`config.mk`:
```
export PLATFORM = sky130hd
export DESIGN_NAME = rrnc_set_all_ones_op_core
export DESIGN_NICKNAME = d
export VERILOG_FILES = /design/src/rrnc_set_all_ones_op_pkg.sv /design/src/decode_if.sv /design/src/rrnc_set_all_ones_op_core.sv /design/src/instr_decoder.sv /design/src/q_phase_seq.sv
export VERILOG_INCLUDE_DIRS = /design/src
export SDC_FILE = /design/constraint.sdc
export NUM_CORES = 1
export LEC_CHECK = 0
export BUFFER_PORTS_ARGS = -buffer_cell sky130_fd_sc_hd__buf_2
export CAP_MARGIN = 5
export CORE_AREA = 2 2 88 90
export DETAILED_ROUTE_END_ITERATION = 6
export DIE_AREA = 0 0 90 92
export HOLD_SLACK_MARGIN = 0.03
export PLACE_DENSITY = 0.83
export SLEW_MARGIN = 40
export SYNTH_ARGS = -nofsm -noshare
export SYNTH_HDL_FRONTEND = slang
export SYNTH_SLANG_ARGS = --single-unit
```
`constraint.sdc`:
```
create_clock -name clk_i -period 4.2 [get_ports clk_i]
set_input_delay 0.21 -clock clk_i [delete_from_list [all_inputs] [get_ports clk_i]]
set_output_delay 0.21 -clock clk_i [all_outputs]
set_load 0.01 [all_outputs]
```
`src/rrnc_set_all_ones_op_params.svh`:
```
// Constants for the rotate-right and set-all-ones execution block
`ifndef RRNC_SET_ALL_ONES_OP_PARAMS_SVH
`define RRNC_SET_ALL_ONES_OP_PARAMS_SVH
// Overview of operation
// - Rotate: byte moves right one place, bit 0 to bit 7, N and Z updated, C kept.
// - Rotate with destination bit 0 writes working register; memory byte untouched.
// - Rotate with destination bit 1 writes result back to the addressed byte.
// - Access bit 0 resolves address in the fixed access bank, bank register ignored.
// - Access bit 1 forms address from bank register and file address.
// - Set-all-ones writes FFh into the addressed byte; no status flag changes.
// - Each takes one word, one cycle: decode, read, process, write phases.

// Register byte offsets
`define OFS_INSTR 12'h000
`define OFS_WREG 12'h004
`define OFS_BANK 12'h008
`define OFS_STATUS 12'h00C
`define OFS_EXEC 12'h010

// Status field positions
`define ST_CARRY 0
`define ST_ZERO 2
`define ST_NEG 4
// Exec field positions
`define EX_BUSY 0
`define EX_ILLEGAL 1
`define EX_COUNT_LSB 8

// Reset values
`define RST_INSTR 16'hFFFF
`define RST_WREG 8'h00
`define RST_BANK 4'h0
`define RST_FLAG 1'b0

// Opcode patterns and field positions
`define OPC_RRNC 6'h10
`define OPC_SET_ALL_ONES_OP 7'h34
`define FLD_DEST 9
`define FLD_ACCESS 8
`define SET_VALUE 8'hFF

// Access bank split and upper bank number
`define ACCESS_SPLIT 8'h80
`define ACCESS_HI_BANK 4'hF

// Timing: phases per instruction cycle
`define Q_PHASES 4
`endif

```
`src/rrnc_set_all_ones_op_pkg.sv`:
```
// Types and shared functions for the rotate and set execution block
package rrnc_set_all_ones_op_pkg;
  `include "rrnc_set_all_ones_op_params.svh"

  typedef enum logic [2:0] {PH_IDLE, PH_Q1, PH_Q2, PH_Q3, PH_Q4} phase_e;
  typedef logic [11:0] data_addr_t;

  // Data memory address from bank register, access bit and file address
  function automatic data_addr_t data_addr(input logic [3:0] bank, input logic use_bank,
                                           input logic [7:0] faddr);
    data_addr_t a;
    a = {bank, faddr};
    if (!use_bank) begin
      if (faddr < `ACCESS_SPLIT) begin
        a = {4'h0, faddr};
      end else begin
        a = {`ACCESS_HI_BANK, faddr};
      end
    end
    return a;
  endfunction

  // Rotate right one place without carry
  function automatic logic [7:0] rot_right(input logic [7:0] v);
    return {v[0], v[7:1]};
  endfunction
endpackage

```
`src/decode_if.sv`:
```
// Carrier for instruction word and its decoded fields
`timescale 1ns/1ps
interface decode_if;
  logic [15:0] instr;
  logic is_rrnc;
  logic is_set_all_ones_op;
  logic dest_f;
  logic use_bank;
  logic [7:0] faddr;

  modport dec (input instr, output is_rrnc, is_set_all_ones_op, dest_f, use_bank, faddr);
  modport core (output instr, input is_rrnc, is_set_all_ones_op, dest_f, use_bank, faddr);
endinterface

```
`src/rrnc_set_all_ones_op_core.sv`:
```
// Execution block for rotate-right-no-carry and set-all-ones with APB registers
`timescale 1ns/1ps
`include "rrnc_set_all_ones_op_params.svh"

module rrnc_set_all_ones_op_core
  import rrnc_set_all_ones_op_pkg::*;
(
  // Clock and reset
  input wire logic clk_i,
  input wire logic reset_n_i,
  // APB slave
  input wire logic psel_i,
  input wire logic penable_i,
  input wire logic pwrite_i,
  input wire logic [11:0] paddr_i,
  input wire logic [31:0] pwdata_i,
  output logic [31:0] prdata_o,
  output logic pready_o,
  output logic pslverr_o,
  // Data memory port
  output logic [11:0] dmem_addr_o,
  output logic dmem_we_o,
  output logic [7:0] dmem_wdata_o,
  input wire logic [7:0] dmem_rdata_i,
  // Execution state
  output logic busy_o
);

  // Decoded instruction fields
  decode_if dif ();
  phase_e phase;

  // Architectural state
  logic [15:0] instr_ff;
  logic [15:0] nxt_instr;
  logic [7:0] wreg_ff;
  logic [7:0] nxt_wreg;
  logic [3:0] bank_select_register_ff;
  logic [3:0] nxt_bank_select_register;
  logic carry_ff;
  logic nxt_carry;
  logic zero_ff;
  logic nxt_zero;
  logic neg_ff;
  logic nxt_neg;
  logic illegal_ff;
  logic nxt_illegal;
  logic [7:0] count_ff;
  logic [7:0] nxt_count;

  // Datapath state held across phases
  logic [11:0] addr_ff;
  logic [11:0] nxt_addr;
  logic [7:0] data_ff;
  logic [7:0] nxt_data;
  logic [7:0] result_ff;
  logic [7:0] nxt_result;
  logic we_ff;
  logic nxt_we;

  // Bus state
  logic [31:0] prdata_ff;
  logic [31:0] nxt_prdata;

  // Bus decode
  logic setup;
  logic access;
  logic mapped;
  logic refused;
  logic wr_ok;
  logic wr_instr;
  logic wr_wreg;
  logic wr_bank;
  logic wr_status;
  logic wr_exec;
  logic busy;
  // One select per register, from the bus address
  logic sel_instr;
  logic sel_wreg;
  logic sel_bank;
  logic sel_status;
  logic sel_exec;

  // Phase sequencer and decoder
  q_phase_seq u_seq (
    .clk_i(clk_i),
    .reset_n_i(reset_n_i),
    .start_i(wr_instr),
    .phase_o(phase)
  );

  instr_decoder u_dec (
    .dif(dif)
  );

  assign dif.instr = instr_ff;
  assign busy = (phase != PH_IDLE);

  // Register selects, shared by the map check and the write strobes
  always_comb begin
    sel_instr = (paddr_i == `OFS_INSTR);
    sel_wreg = (paddr_i == `OFS_WREG);
    sel_bank = (paddr_i == `OFS_BANK);
    sel_status = (paddr_i == `OFS_STATUS);
    sel_exec = (paddr_i == `OFS_EXEC);
  end

  // APB phase decode; all writes refused while an instruction runs
  always_comb begin
    setup = psel_i & ~penable_i;
    access = psel_i & penable_i;
    mapped = sel_instr | sel_wreg | sel_bank | sel_status | sel_exec;
    refused = ~mapped | (pwrite_i & busy);
    wr_ok = access & pwrite_i & ~refused;
    wr_instr = wr_ok & sel_instr;
    wr_wreg = wr_ok & sel_wreg;
    wr_bank = wr_ok & sel_bank;
    wr_status = wr_ok & sel_status;
    wr_exec = wr_ok & sel_exec;
  end

  // Zero-wait answer; error for unmapped or busy write
  assign pready_o = access;
  assign pslverr_o = access & refused;

  // Read data captured in the setup cycle
  always_comb begin
    nxt_prdata = prdata_ff;
    if (setup && !pwrite_i) begin
      nxt_prdata = 32'h0000_0000;
      unique case (paddr_i)
        `OFS_INSTR: nxt_prdata = {16'h0000, instr_ff};
        `OFS_WREG: nxt_prdata = {24'h00_0000, wreg_ff};
        `OFS_BANK: nxt_prdata = {28'h000_0000, bank_select_register_ff};
        `OFS_STATUS: begin
          nxt_prdata[`ST_CARRY] = carry_ff;
          nxt_prdata[`ST_ZERO] = zero_ff;
          nxt_prdata[`ST_NEG] = neg_ff;
        end
        `OFS_EXEC: begin
          nxt_prdata[`EX_BUSY] = busy;
          nxt_prdata[`EX_ILLEGAL] = illegal_ff;
          nxt_prdata[`EX_COUNT_LSB +: 8] = count_ff;
        end
        default: nxt_prdata = 32'h0000_0000;
      endcase
    end
  end

  always_ff @(posedge clk_i) begin
    if (!reset_n_i) begin
      prdata_ff <= 32'h0000_0000;
    end else begin
      prdata_ff <= nxt_prdata;
    end
  end

  assign prdata_o = prdata_ff;

  // Datapath: address in Q1, read in Q2, process in Q3, write in Q4
  always_comb begin
    nxt_addr = addr_ff;
    nxt_data = data_ff;
    nxt_result = result_ff;
    nxt_we = 1'b0;
    unique case (phase)
      PH_Q1: begin
        // Access bit chooses fixed access bank or banked address
        nxt_addr = data_addr(bank_select_register_ff, dif.use_bank, dif.faddr);
      end
      PH_Q2: begin
        nxt_data = dmem_rdata_i;
      end
      PH_Q3: begin
        if (dif.is_set_all_ones_op) begin
          nxt_result = `SET_VALUE;
          nxt_we = 1'b1;
        end else if (dif.is_rrnc) begin
          nxt_result = rot_right(data_ff);
          nxt_we = dif.dest_f;
        end
      end
      PH_Q4: begin
        nxt_we = 1'b0;
      end
      PH_IDLE: begin
        nxt_we = 1'b0;
      end
      default: begin
        nxt_we = 1'b0; // Unused phase code never writes memory
      end
    endcase
  end

  always_ff @(posedge clk_i) begin
    if (!reset_n_i) begin
      addr_ff <= 12'h000;
      data_ff <= 8'h00;
      result_ff <= 8'h00;
      we_ff <= 1'b0;
    end else begin
      addr_ff <= nxt_addr;
      data_ff <= nxt_data;
      result_ff <= nxt_result;
      we_ff <= nxt_we;
    end
  end

  // Memory port driven from flops; strobe only in Q4
  assign dmem_addr_o = addr_ff;
  assign dmem_wdata_o = result_ff;
  assign dmem_we_o = we_ff;
  assign busy_o = busy;

  // Instruction and bank register writes
  always_comb begin
    nxt_instr = instr_ff;
    nxt_bank_select_register = bank_select_register_ff;
    if (wr_instr) begin
      nxt_instr = pwdata_i[15:0];
    end
    if (wr_bank) begin
      nxt_bank_select_register = pwdata_i[3:0];
    end
  end

  always_ff @(posedge clk_i) begin
    if (!reset_n_i) begin
      instr_ff <= `RST_INSTR;
      bank_select_register_ff <= `RST_BANK;
    end else begin
      instr_ff <= nxt_instr;
      bank_select_register_ff <= nxt_bank_select_register;
    end
  end

  // Working register and flags; Q4 writeback, bus writes only while idle
  always_comb begin
    nxt_wreg = wreg_ff;
    nxt_carry = carry_ff;
    nxt_zero = zero_ff;
    nxt_neg = neg_ff;
    if (wr_wreg) begin
      nxt_wreg = pwdata_i[7:0];
    end
    if (wr_status) begin
      nxt_carry = pwdata_i[`ST_CARRY];
      nxt_zero = pwdata_i[`ST_ZERO];
      nxt_neg = pwdata_i[`ST_NEG];
    end
    if (phase == PH_Q4 && dif.is_rrnc) begin
      if (!dif.dest_f) begin
        nxt_wreg = result_ff;
      end
      // Carry untouched by the rotate
      nxt_neg = result_ff[7];
      nxt_zero = (result_ff == 8'h00);
    end
  end

  always_ff @(posedge clk_i) begin
    if (!reset_n_i) begin
      wreg_ff <= `RST_WREG;
      carry_ff <= `RST_FLAG;
      zero_ff <= `RST_FLAG;
      neg_ff <= `RST_FLAG;
    end else begin
      wreg_ff <= nxt_wreg;
      carry_ff <= nxt_carry;
      zero_ff <= nxt_zero;
      neg_ff <= nxt_neg;
    end
  end

  // Illegal-opcode flag, write one to clear; set wins over clear
  always_comb begin
    nxt_illegal = illegal_ff;
    nxt_count = count_ff;
    if (wr_exec && pwdata_i[`EX_ILLEGAL]) begin
      nxt_illegal = 1'b0;
    end
    if (phase == PH_Q1 && !dif.is_rrnc && !dif.is_set_all_ones_op) begin
      nxt_illegal = 1'b1;
    end
    if (phase == PH_Q4 && (dif.is_rrnc || dif.is_set_all_ones_op)) begin
      nxt_count = count_ff + 8'h01;
    end
  end

  always_ff @(posedge clk_i) begin
    if (!reset_n_i) begin
      illegal_ff <= `RST_FLAG;
      count_ff <= 8'h00;
    end else begin
      illegal_ff <= nxt_illegal;
      count_ff <= nxt_count;
    end
  end

endmodule

```
`src/instr_decoder.sv`:
```
// Opcode recogniser for rotate-right and set-all-ones
`timescale 1ns/1ps
`include "rrnc_set_all_ones_op_params.svh"

module instr_decoder
  import rrnc_set_all_ones_op_pkg::*;
(
  decode_if.dec dif
);
  // Field split of the instruction word
  always_comb begin
    dif.is_rrnc = (dif.instr[15:10] == `OPC_RRNC);
    dif.is_set_all_ones_op = (dif.instr[15:9] == `OPC_SET_ALL_ONES_OP);
    dif.dest_f = dif.is_rrnc & dif.instr[`FLD_DEST];
    dif.use_bank = dif.instr[`FLD_ACCESS];
    dif.faddr = dif.instr[7:0];
  end
endmodule

```
`src/q_phase_seq.sv`:
```
// Four-phase instruction cycle sequencer
`timescale 1ns/1ps
module q_phase_seq
  import rrnc_set_all_ones_op_pkg::*;
(
  // Clock and reset
  input wire logic clk_i,
  input wire logic reset_n_i,
  // Control
  input wire logic start_i,
  output phase_e phase_o
);
  phase_e phase_ff;
  phase_e nxt_phase;

  // Phase advance, one phase per clock
  always_comb begin
    nxt_phase = phase_ff;
    unique case (phase_ff)
      PH_IDLE: begin
        if (start_i) begin
          nxt_phase = PH_Q1;
        end
      end
      PH_Q1: nxt_phase = PH_Q2;
      PH_Q2: nxt_phase = PH_Q3;
      PH_Q3: nxt_phase = PH_Q4;
      PH_Q4: nxt_phase = PH_IDLE;
      default: nxt_phase = PH_IDLE; // Unused code falls back to idle
    endcase
  end

  // Phase register
  always_ff @(posedge clk_i) begin
    if (!reset_n_i) begin
      phase_ff <= PH_IDLE;
    end else begin
      phase_ff <= nxt_phase;
    end
  end

  assign phase_o = phase_ff;
endmodule

```
==> results of run 1 <==
layer usage:
layer,vias to the layer above,track usage (%),routed length (µm)
met1,1750,33.8,4350
met4,0,9.23,178
met3,18,5.75,883
met5,-,0,0
li1,1804,-,-
met2,202,38.1,4720
per-stage QoR:
stage | area, µm² | power [W] | setup WS, ns
2_1_floorplan | 4050 | 0.000925 | 1.81
3_3_place_gp | 4340 | 0.000954 | 1.77
3_5_place_dp | 4350 | 0.000956 | 1.80
4_1_cts | 4600 | 0.00165 | 1.81
5_1_grt | 4610 | 0.00170 | 1.71
6_report | 4610 | 0.00165 | 1.79
registers in the layout (all words and copies together) (netlist names):
name                     count
dif.instr                   16
prdata_o                    16
dmem_addr_o                 12
count_ff                     8
data_ff                      8
dmem_wdata_o                 8
wreg_ff                      8
bank_select_register_ff      4
u_seq.phase_o                3
carry_ff                     1
dmem_we_o                    1
illegal_ff                   1
neg_ff                       1
zero_ff                      1
cells in the final DEF, fill, tap and decap left out, types with 3 or more instances in the layout:
master,netlist,final
buf_2,0,80
bufinv_16,0,3
o2111ai_1,9,9
a31oi_1,13,13
o211ai_1,5,5
nand2b_1,4,4
nor4_1,6,4
mux2i_1,13,13
a21oi_1,21,21
o311ai_1,4,4
clkbuf_8,0,9
a211oi_1,4,4
buf_4,16,5
o21ai_0,37,37
nor2_1,21,20
nor3b_1,6,5
or3_1,4,4
conb_1,1,16
nand2_1,43,43
or4_1,4,4
and2_1,3,3
o221a_2,8,8
nor2b_1,3,3
inv_1,6,5
o31ai_1,4,4
dfxtp_1,88,88
nand3_1,67,67
nand4_1,3,3
nor3_1,6,6
power by group:
part / internal, W / switching (W)
clock: 0.000396 / 0.000311
combinational: 0.0000321 / 0.0000632
sequential: 0.000840 / 0.00000356
kinds of logic (layout without fill, tap and decap cells):
logic type	Yosys count	in the layout	synth area share (%)
multiplexers	16	16	4.66
AND/OR/NAND/NOR	180	180	22.9
XOR/XNOR	2	2	0.438
AO/OA/AOI/OAI	118	118	19.7
other	1	16	0.0938
flip-flops	88	88	44.1
adder cells (fa/ha/maj)	1	1	0.313
buffers and inverters	60	107	7.89
how the worst min path moves through the flow:
stage / startpoint / to / slack (ns) / cells after the start
after CTS: dmem_rdata_i[0] / data_ff[0] / 0.07 / 3
final: pwdata_i[14] / dif.instr[14] / 0.07 / 3
after floorplan: dmem_rdata_i[0] / data_ff[0] / 0.36 / 2
after detailed placement: dmem_addr_o[7] / dmem_addr_o[7] / 0.44 / 2
after global placement: dmem_addr_o[0] / dmem_addr_o[0] / 0.44 / 2
after global routing: pwdata_i[9] / dif.instr[9] / 0.07 / 3
area by class of cell:
| cell class | count | area, µm² |
|---|---|---|
| Multi-Input combinational cell | 333 | 2010 |
| Clock buffer | 9 | 124 |
| Tap cell | 102 | 128 |
| Timing Repair Buffer | 85 | 438 |
| Sequential cell | 88 | 1760 |
| Fill cell | 656 | 2840 |
| Inverter | 6 | 22.5 |
| Clock inverter | 7 | 120 |
worst register-to-register path: stages (launching register included):
cell	delay [ns]
dfxtp_1	0.39
or3_1	0.55
or4_4	0.65
or4b_4	0.56
mux2i_1	0.15
==> impl_metrics.env, run 1 <==
export IMPL_critPathCaptureType="flop"
export IMPL_cts_tree="built"
export IMPL_path_max_fanout=10
export IMPL_drv_slew=0
export IMPL_irDropWorstVdd_mv=0.186
export IMPL_synth_top_cell_by_area="dfxtp_1"
export IMPL_syn_area_um2=4000
export IMPL_synth_edf_count=0
export IMPL_power_density_nw_per_um2=357
export IMPL_cpMaxStageDelayCell="or4_4"
export IMPL_critical_path_class="flop to flop"
export IMPL_vias=3774
export IMPL_clk_pin_slew_worst_paths_ns=0.09
export IMPL_area_growth_pct=15.2
export IMPL_postRouteWirelength_um=10100
export IMPL_synth_most_common_cell="dfxtp_1"
export IMPL_antenna_found_initial=0
export IMPL_htreeDepth=3
export IMPL_antenna_left=0
export IMPL_crit_start="u_seq.phase_o[0]"
export IMPL_post_route_util_pct=61.8
export IMPL_ys_ff_latch=88
export IMPL_grt_pass1_vias=3270
export IMPL_worst_pin_slew_ns=0.801
export IMPL_drive_gt1_share_pct=23.3
export IMPL_drt_iter0_markers=374
export IMPL_root_buffer="clkbuf_8"
export IMPL_die_area_um2=8280
export IMPL_cts_buffers_inserted=9
export IMPL_rows=32
export IMPL_synth_area_leaders="dfxtp_1, nand3_1, o21ai_0"
export IMPL_critPathCapture="bank_select_register_ff[2]"
export IMPL_grt_max_degree=75
export IMPL_netlist_area_leader_share_pct=44.1
export IMPL_routed_via_density=5.99
export IMPL_hold_buffers=0
export IMPL_postCtsSetupBuffers=0
export IMPL_synth_async_sr_flop_share_pct=0
export IMPL_overflow=0
export IMPL_ys_types=53
export IMPL_period_share_pct=57.3
export IMPL_gp_congestion=0.920
export IMPL_synth_seq_area_share_pct=44.1
export IMPL_drtPass1Iterations=5
export IMPL_power_leakage_nw=1.73
export IMPL_cts_resized=0
export IMPL_avgSynthCellArea_um2=8.58
export IMPL_crit_chain="or3_1 -> or4_4 -> or4b_4 -> mux2i_1"
export IMPL_place_hpwl_um=7200
export IMPL_die_w_um=90
export IMPL_r2r_slack_ns=1.79
export IMPL_critPathRequiredTime_ns=4.46
export IMPL_cp_depth=4
export IMPL_synthCells=466
export IMPL_antenna_cells=0
export IMPL_netlist_top_cells_count="dfxtp_1, nand3_1, nand2_1"
export IMPL_core_um2=7450
export IMPL_cp_start_kind="flop"
export IMPL_routedWlPerCell_um=16.1
export IMPL_initial_core_util_pct=53.7
export IMPL_clock_latency_ns=0.37
export IMPL_yosysWarnings=0
export IMPL_grtUsageTotal_pct=24.7
export IMPL_final_min_clock_period_ns=2.41
export IMPL_hold_path_class="input pin to flop"
export IMPL_outcome="finished, final reports clean"
export IMPL_synth_top_flop_cell="dfxtp_1"
export IMPL_cap_violations=0
export IMPL_portBuffers=80
export IMPL_hold_viol=0
export IMPL_worstReg2RegStart="u_seq.phase_o[0]"
export IMPL_post_route_drc_count=0
export IMPL_setup_violations=0
export IMPL_fp_dieH_um=92
export IMPL_crit_arrival_ns=2.66
export IMPL_max_slew_margin_pct=46.2
export IMPL_dp_cells=614
export IMPL_fin_tns_setup_ns=0
export IMPL_slowest_delay_ns=0.64
export IMPL_max_freq_ghz=0.416
export IMPL_clock_sinks=88
export IMPL_io_pins=113
export IMPL_clock_skew_ns=0.00987
export IMPL_clockBufferDepth=2
export IMPL_layout_nets=581
export IMPL_grt_pass1_wl_um=16300
export IMPL_grt_setup_unrepaired="false"
export IMPL_r2r_cells=4
export IMPL_critPathTopFamily="simple AND/OR/NAND/NOR gates"
export IMPL_worst_path_buf_inv=0
export IMPL_rr_endpoint="bank_select_register_ff[2]"
export IMPL_worst_hold_slack_ns=0.0732
export IMPL_instances_no_fill=630
(Power assumes the default switching activity.)
==> inputs of run 2 (changes only) <==
CORE_AREA = 2 2 96 98   (was 2 2 88 90)
DIE_AREA = 0 0 98 100   (was 0 0 90 92)
PLACE_DENSITY = 0.74   (was 0.83)
clock period = 2.04 ns   (was 4.2 ns; I/O delays follow)
==> run 2 against run 1 <==
Effect of this change: the run now ends with negative setup slack left; first-iteration DRC count down 30%; setup slack worse by 1.8 ns; register-to-register slack worse by 1.8 ns; clock skew up 0.0016 ns; core utilization down 6.4 points; combinational power up 140%; highest routed layer unchanged.
==> impl_metrics.env, run 2 (same netlist as run 1, synthesis figures left out) <==
export IMPL_vias=3930
export IMPL_worst_pin_slew_ns=0.695
export IMPL_routedWlPerCell_um=16.4
export IMPL_drive_gt1_share_pct=25.4
export IMPL_grt_pass1_vias=3671
export IMPL_postRouteWirelength_um=11100
export IMPL_hold_path_class="input pin to flop"
export IMPL_overflow=0
export IMPL_power_leakage_nw=1.89
export IMPL_root_buffer="clkbuf_8"
export IMPL_drt_iter0_markers=262
export IMPL_initial_core_util_pct=45.0
export IMPL_crit_path_frequent_cell="buf_4"
export IMPL_hold_viol=0
export IMPL_cts_buffers_inserted=9
export IMPL_clock_latency_ns=0.37
export IMPL_final_min_clock_period_ns=2.08
export IMPL_max_freq_ghz=0.481
export IMPL_violations="negative setup slack"
export IMPL_cpMaxStageDelayCell="or4_4"
export IMPL_crit_chain="or3_4 -> or4_4 -> buf_4 -> buf_4 -> o2111ai_1 -> o211ai_1"
export IMPL_grtUsageTotal_pct=22.9
export IMPL_placed_cell_area_um2=4510
export IMPL_register_area_um2=1760
export IMPL_final_common_cell="dfxtp_1"
export IMPL_drv_slew=0
export IMPL_grt_setup_unrepaired="true"
export IMPL_final_cell_mix="dfxtp_1, buf_2, nand3_1, nand2_1, o21ai_0"
export IMPL_grt_pass1_wl_um=18000
export IMPL_multi_input_area_um2=2010
export IMPL_htreeDepth=3
export IMPL_portBuffers=80
export IMPL_io_pins=113
export IMPL_antenna_left=0
export IMPL_rows=35
export IMPL_fillers=792
export IMPL_power_density_nw_per_um2=659
export IMPL_critical_path_class="flop to flop"
export IMPL_grt_max_degree=74
export IMPL_post_route_drc_count=0
export IMPL_dp_cells=643
export IMPL_critPathTopFamily="simple AND/OR/NAND/NOR gates"
export IMPL_layout_nets=621
export IMPL_cap_violations=0
export IMPL_fin_area_um2=4930
export IMPL_clock_skew_ns=0.0115
export IMPL_die_area_um2=9800
export IMPL_critPathCaptureType="flop"
export IMPL_irDropWorstVdd_mv=0.318
export IMPL_clk_pin_slew_worst_paths_ns=0.09
export IMPL_outcome="complete, but fails checks"
export IMPL_area_growth_pct=23.4
export IMPL_max_slew_margin_pct=53.7
export IMPL_instances_no_fill=679
export IMPL_cts_tree="built"
export IMPL_crit_arrival_ns=2.31
export IMPL_fp_dieH_um=100
export IMPL_antenna_found_initial=0
export IMPL_path_max_fanout=8
export IMPL_drtPass1Iterations=5
export IMPL_antenna_cells=0
export IMPL_clock_sinks=88
export IMPL_die_w_um=98
export IMPL_core_um2=8890
export IMPL_period_share_pct=102
export IMPL_cp_start_kind="flop"
export IMPL_setup_violations=5
export IMPL_clockBufferDepth=2
export IMPL_post_route_util_pct=55.5
export IMPL_post_place_ws_ns=-0.0738
export IMPL_worst_path_buf_inv=2
export IMPL_layout_setup_ws_ns=-0.0398
export IMPL_critPathRequiredTime_ns=2.27
export IMPL_slowest_delay_ns=0.54
export IMPL_gp_congestion=0.910
export IMPL_routed_via_density=5.79
export IMPL_place_hpwl_um=7990
run 2: worst paths after layout:
kind	startpoint	endpoint	slack [ns]	cells after the start
hold / removal	pwdata_i[2]	dif.instr[2]	0.04	3
hold reg to reg	dmem_addr_o[5]	dmem_addr_o[5]	0.45	2
setup / recovery	u_seq.phase_o[2]	wreg_ff[5]	-0.04	6
setup reg to reg	u_seq.phase_o[2]	wreg_ff[5]	-0.04	6
run 2: repair_timing:
item	CTS	global route
setup endpoints to repair	11	34
resized for setup	2	3
buffers inserted	0	1
pin swaps	0	2
hold buffers	19	0
hold endpoints to repair	19	0
run 2: cell type report:
cell class	instances	share of cell area (%)
multi-input combinational	333	40.7
sequential	88	35.7
timing repair buffer	125	15.9
clock buffer	12	3.35
tap	111	2.82
clock inverter	4	1.04
inverter	6	0.457
run 2: worst reg2reg max path, stage by stage (launching register included):
cell and delay (ns):
dfxtp_1 0.32, or3_4 0.42, or4_4 0.54, buf_4 0.15
buf_4 0.15, o2111ai_1 0.23, o211ai_1 0.15
run 2: layer usage:
| metal | track usage (%) | vias up | routed length [µm] |
|---|---|---|---|
| met5 | 0 | - | 0 |
| met4 | 8.23 | 0 | 263 |
| met3 | 4.53 | 27 | 761 |
| met2 | 38.5 | 172 | 5290 |
| met1 | 29.5 | 1854 | 4830 |
| li1 | - | 1877 | - |
run 2: through the flow:
step / hold WS (ns) / setup TNS (ns) / total power (W)
final: 0.0374 / -0.131 / 0.00325
after floorplan: 0.249 / -1.69 / 0.00190
after detailed placement: 0.343 / -0.416 / 0.00198
after global placement: 0.336 / -0.140 / 0.00197
after CTS: 0.0313 / -0.0842 / 0.00326
after global routing: 0.0401 / -0.775 / 0.00335
run 2: power by group:
group	total, W	switching [W]	leakage [nW]	internal (W)
logic	0.000232	0.000136	1.07	0.0000956
registers	0.00174	0.00000741	0.711	0.00173
clock network	0.00128	0.000615	0.109	0.000666
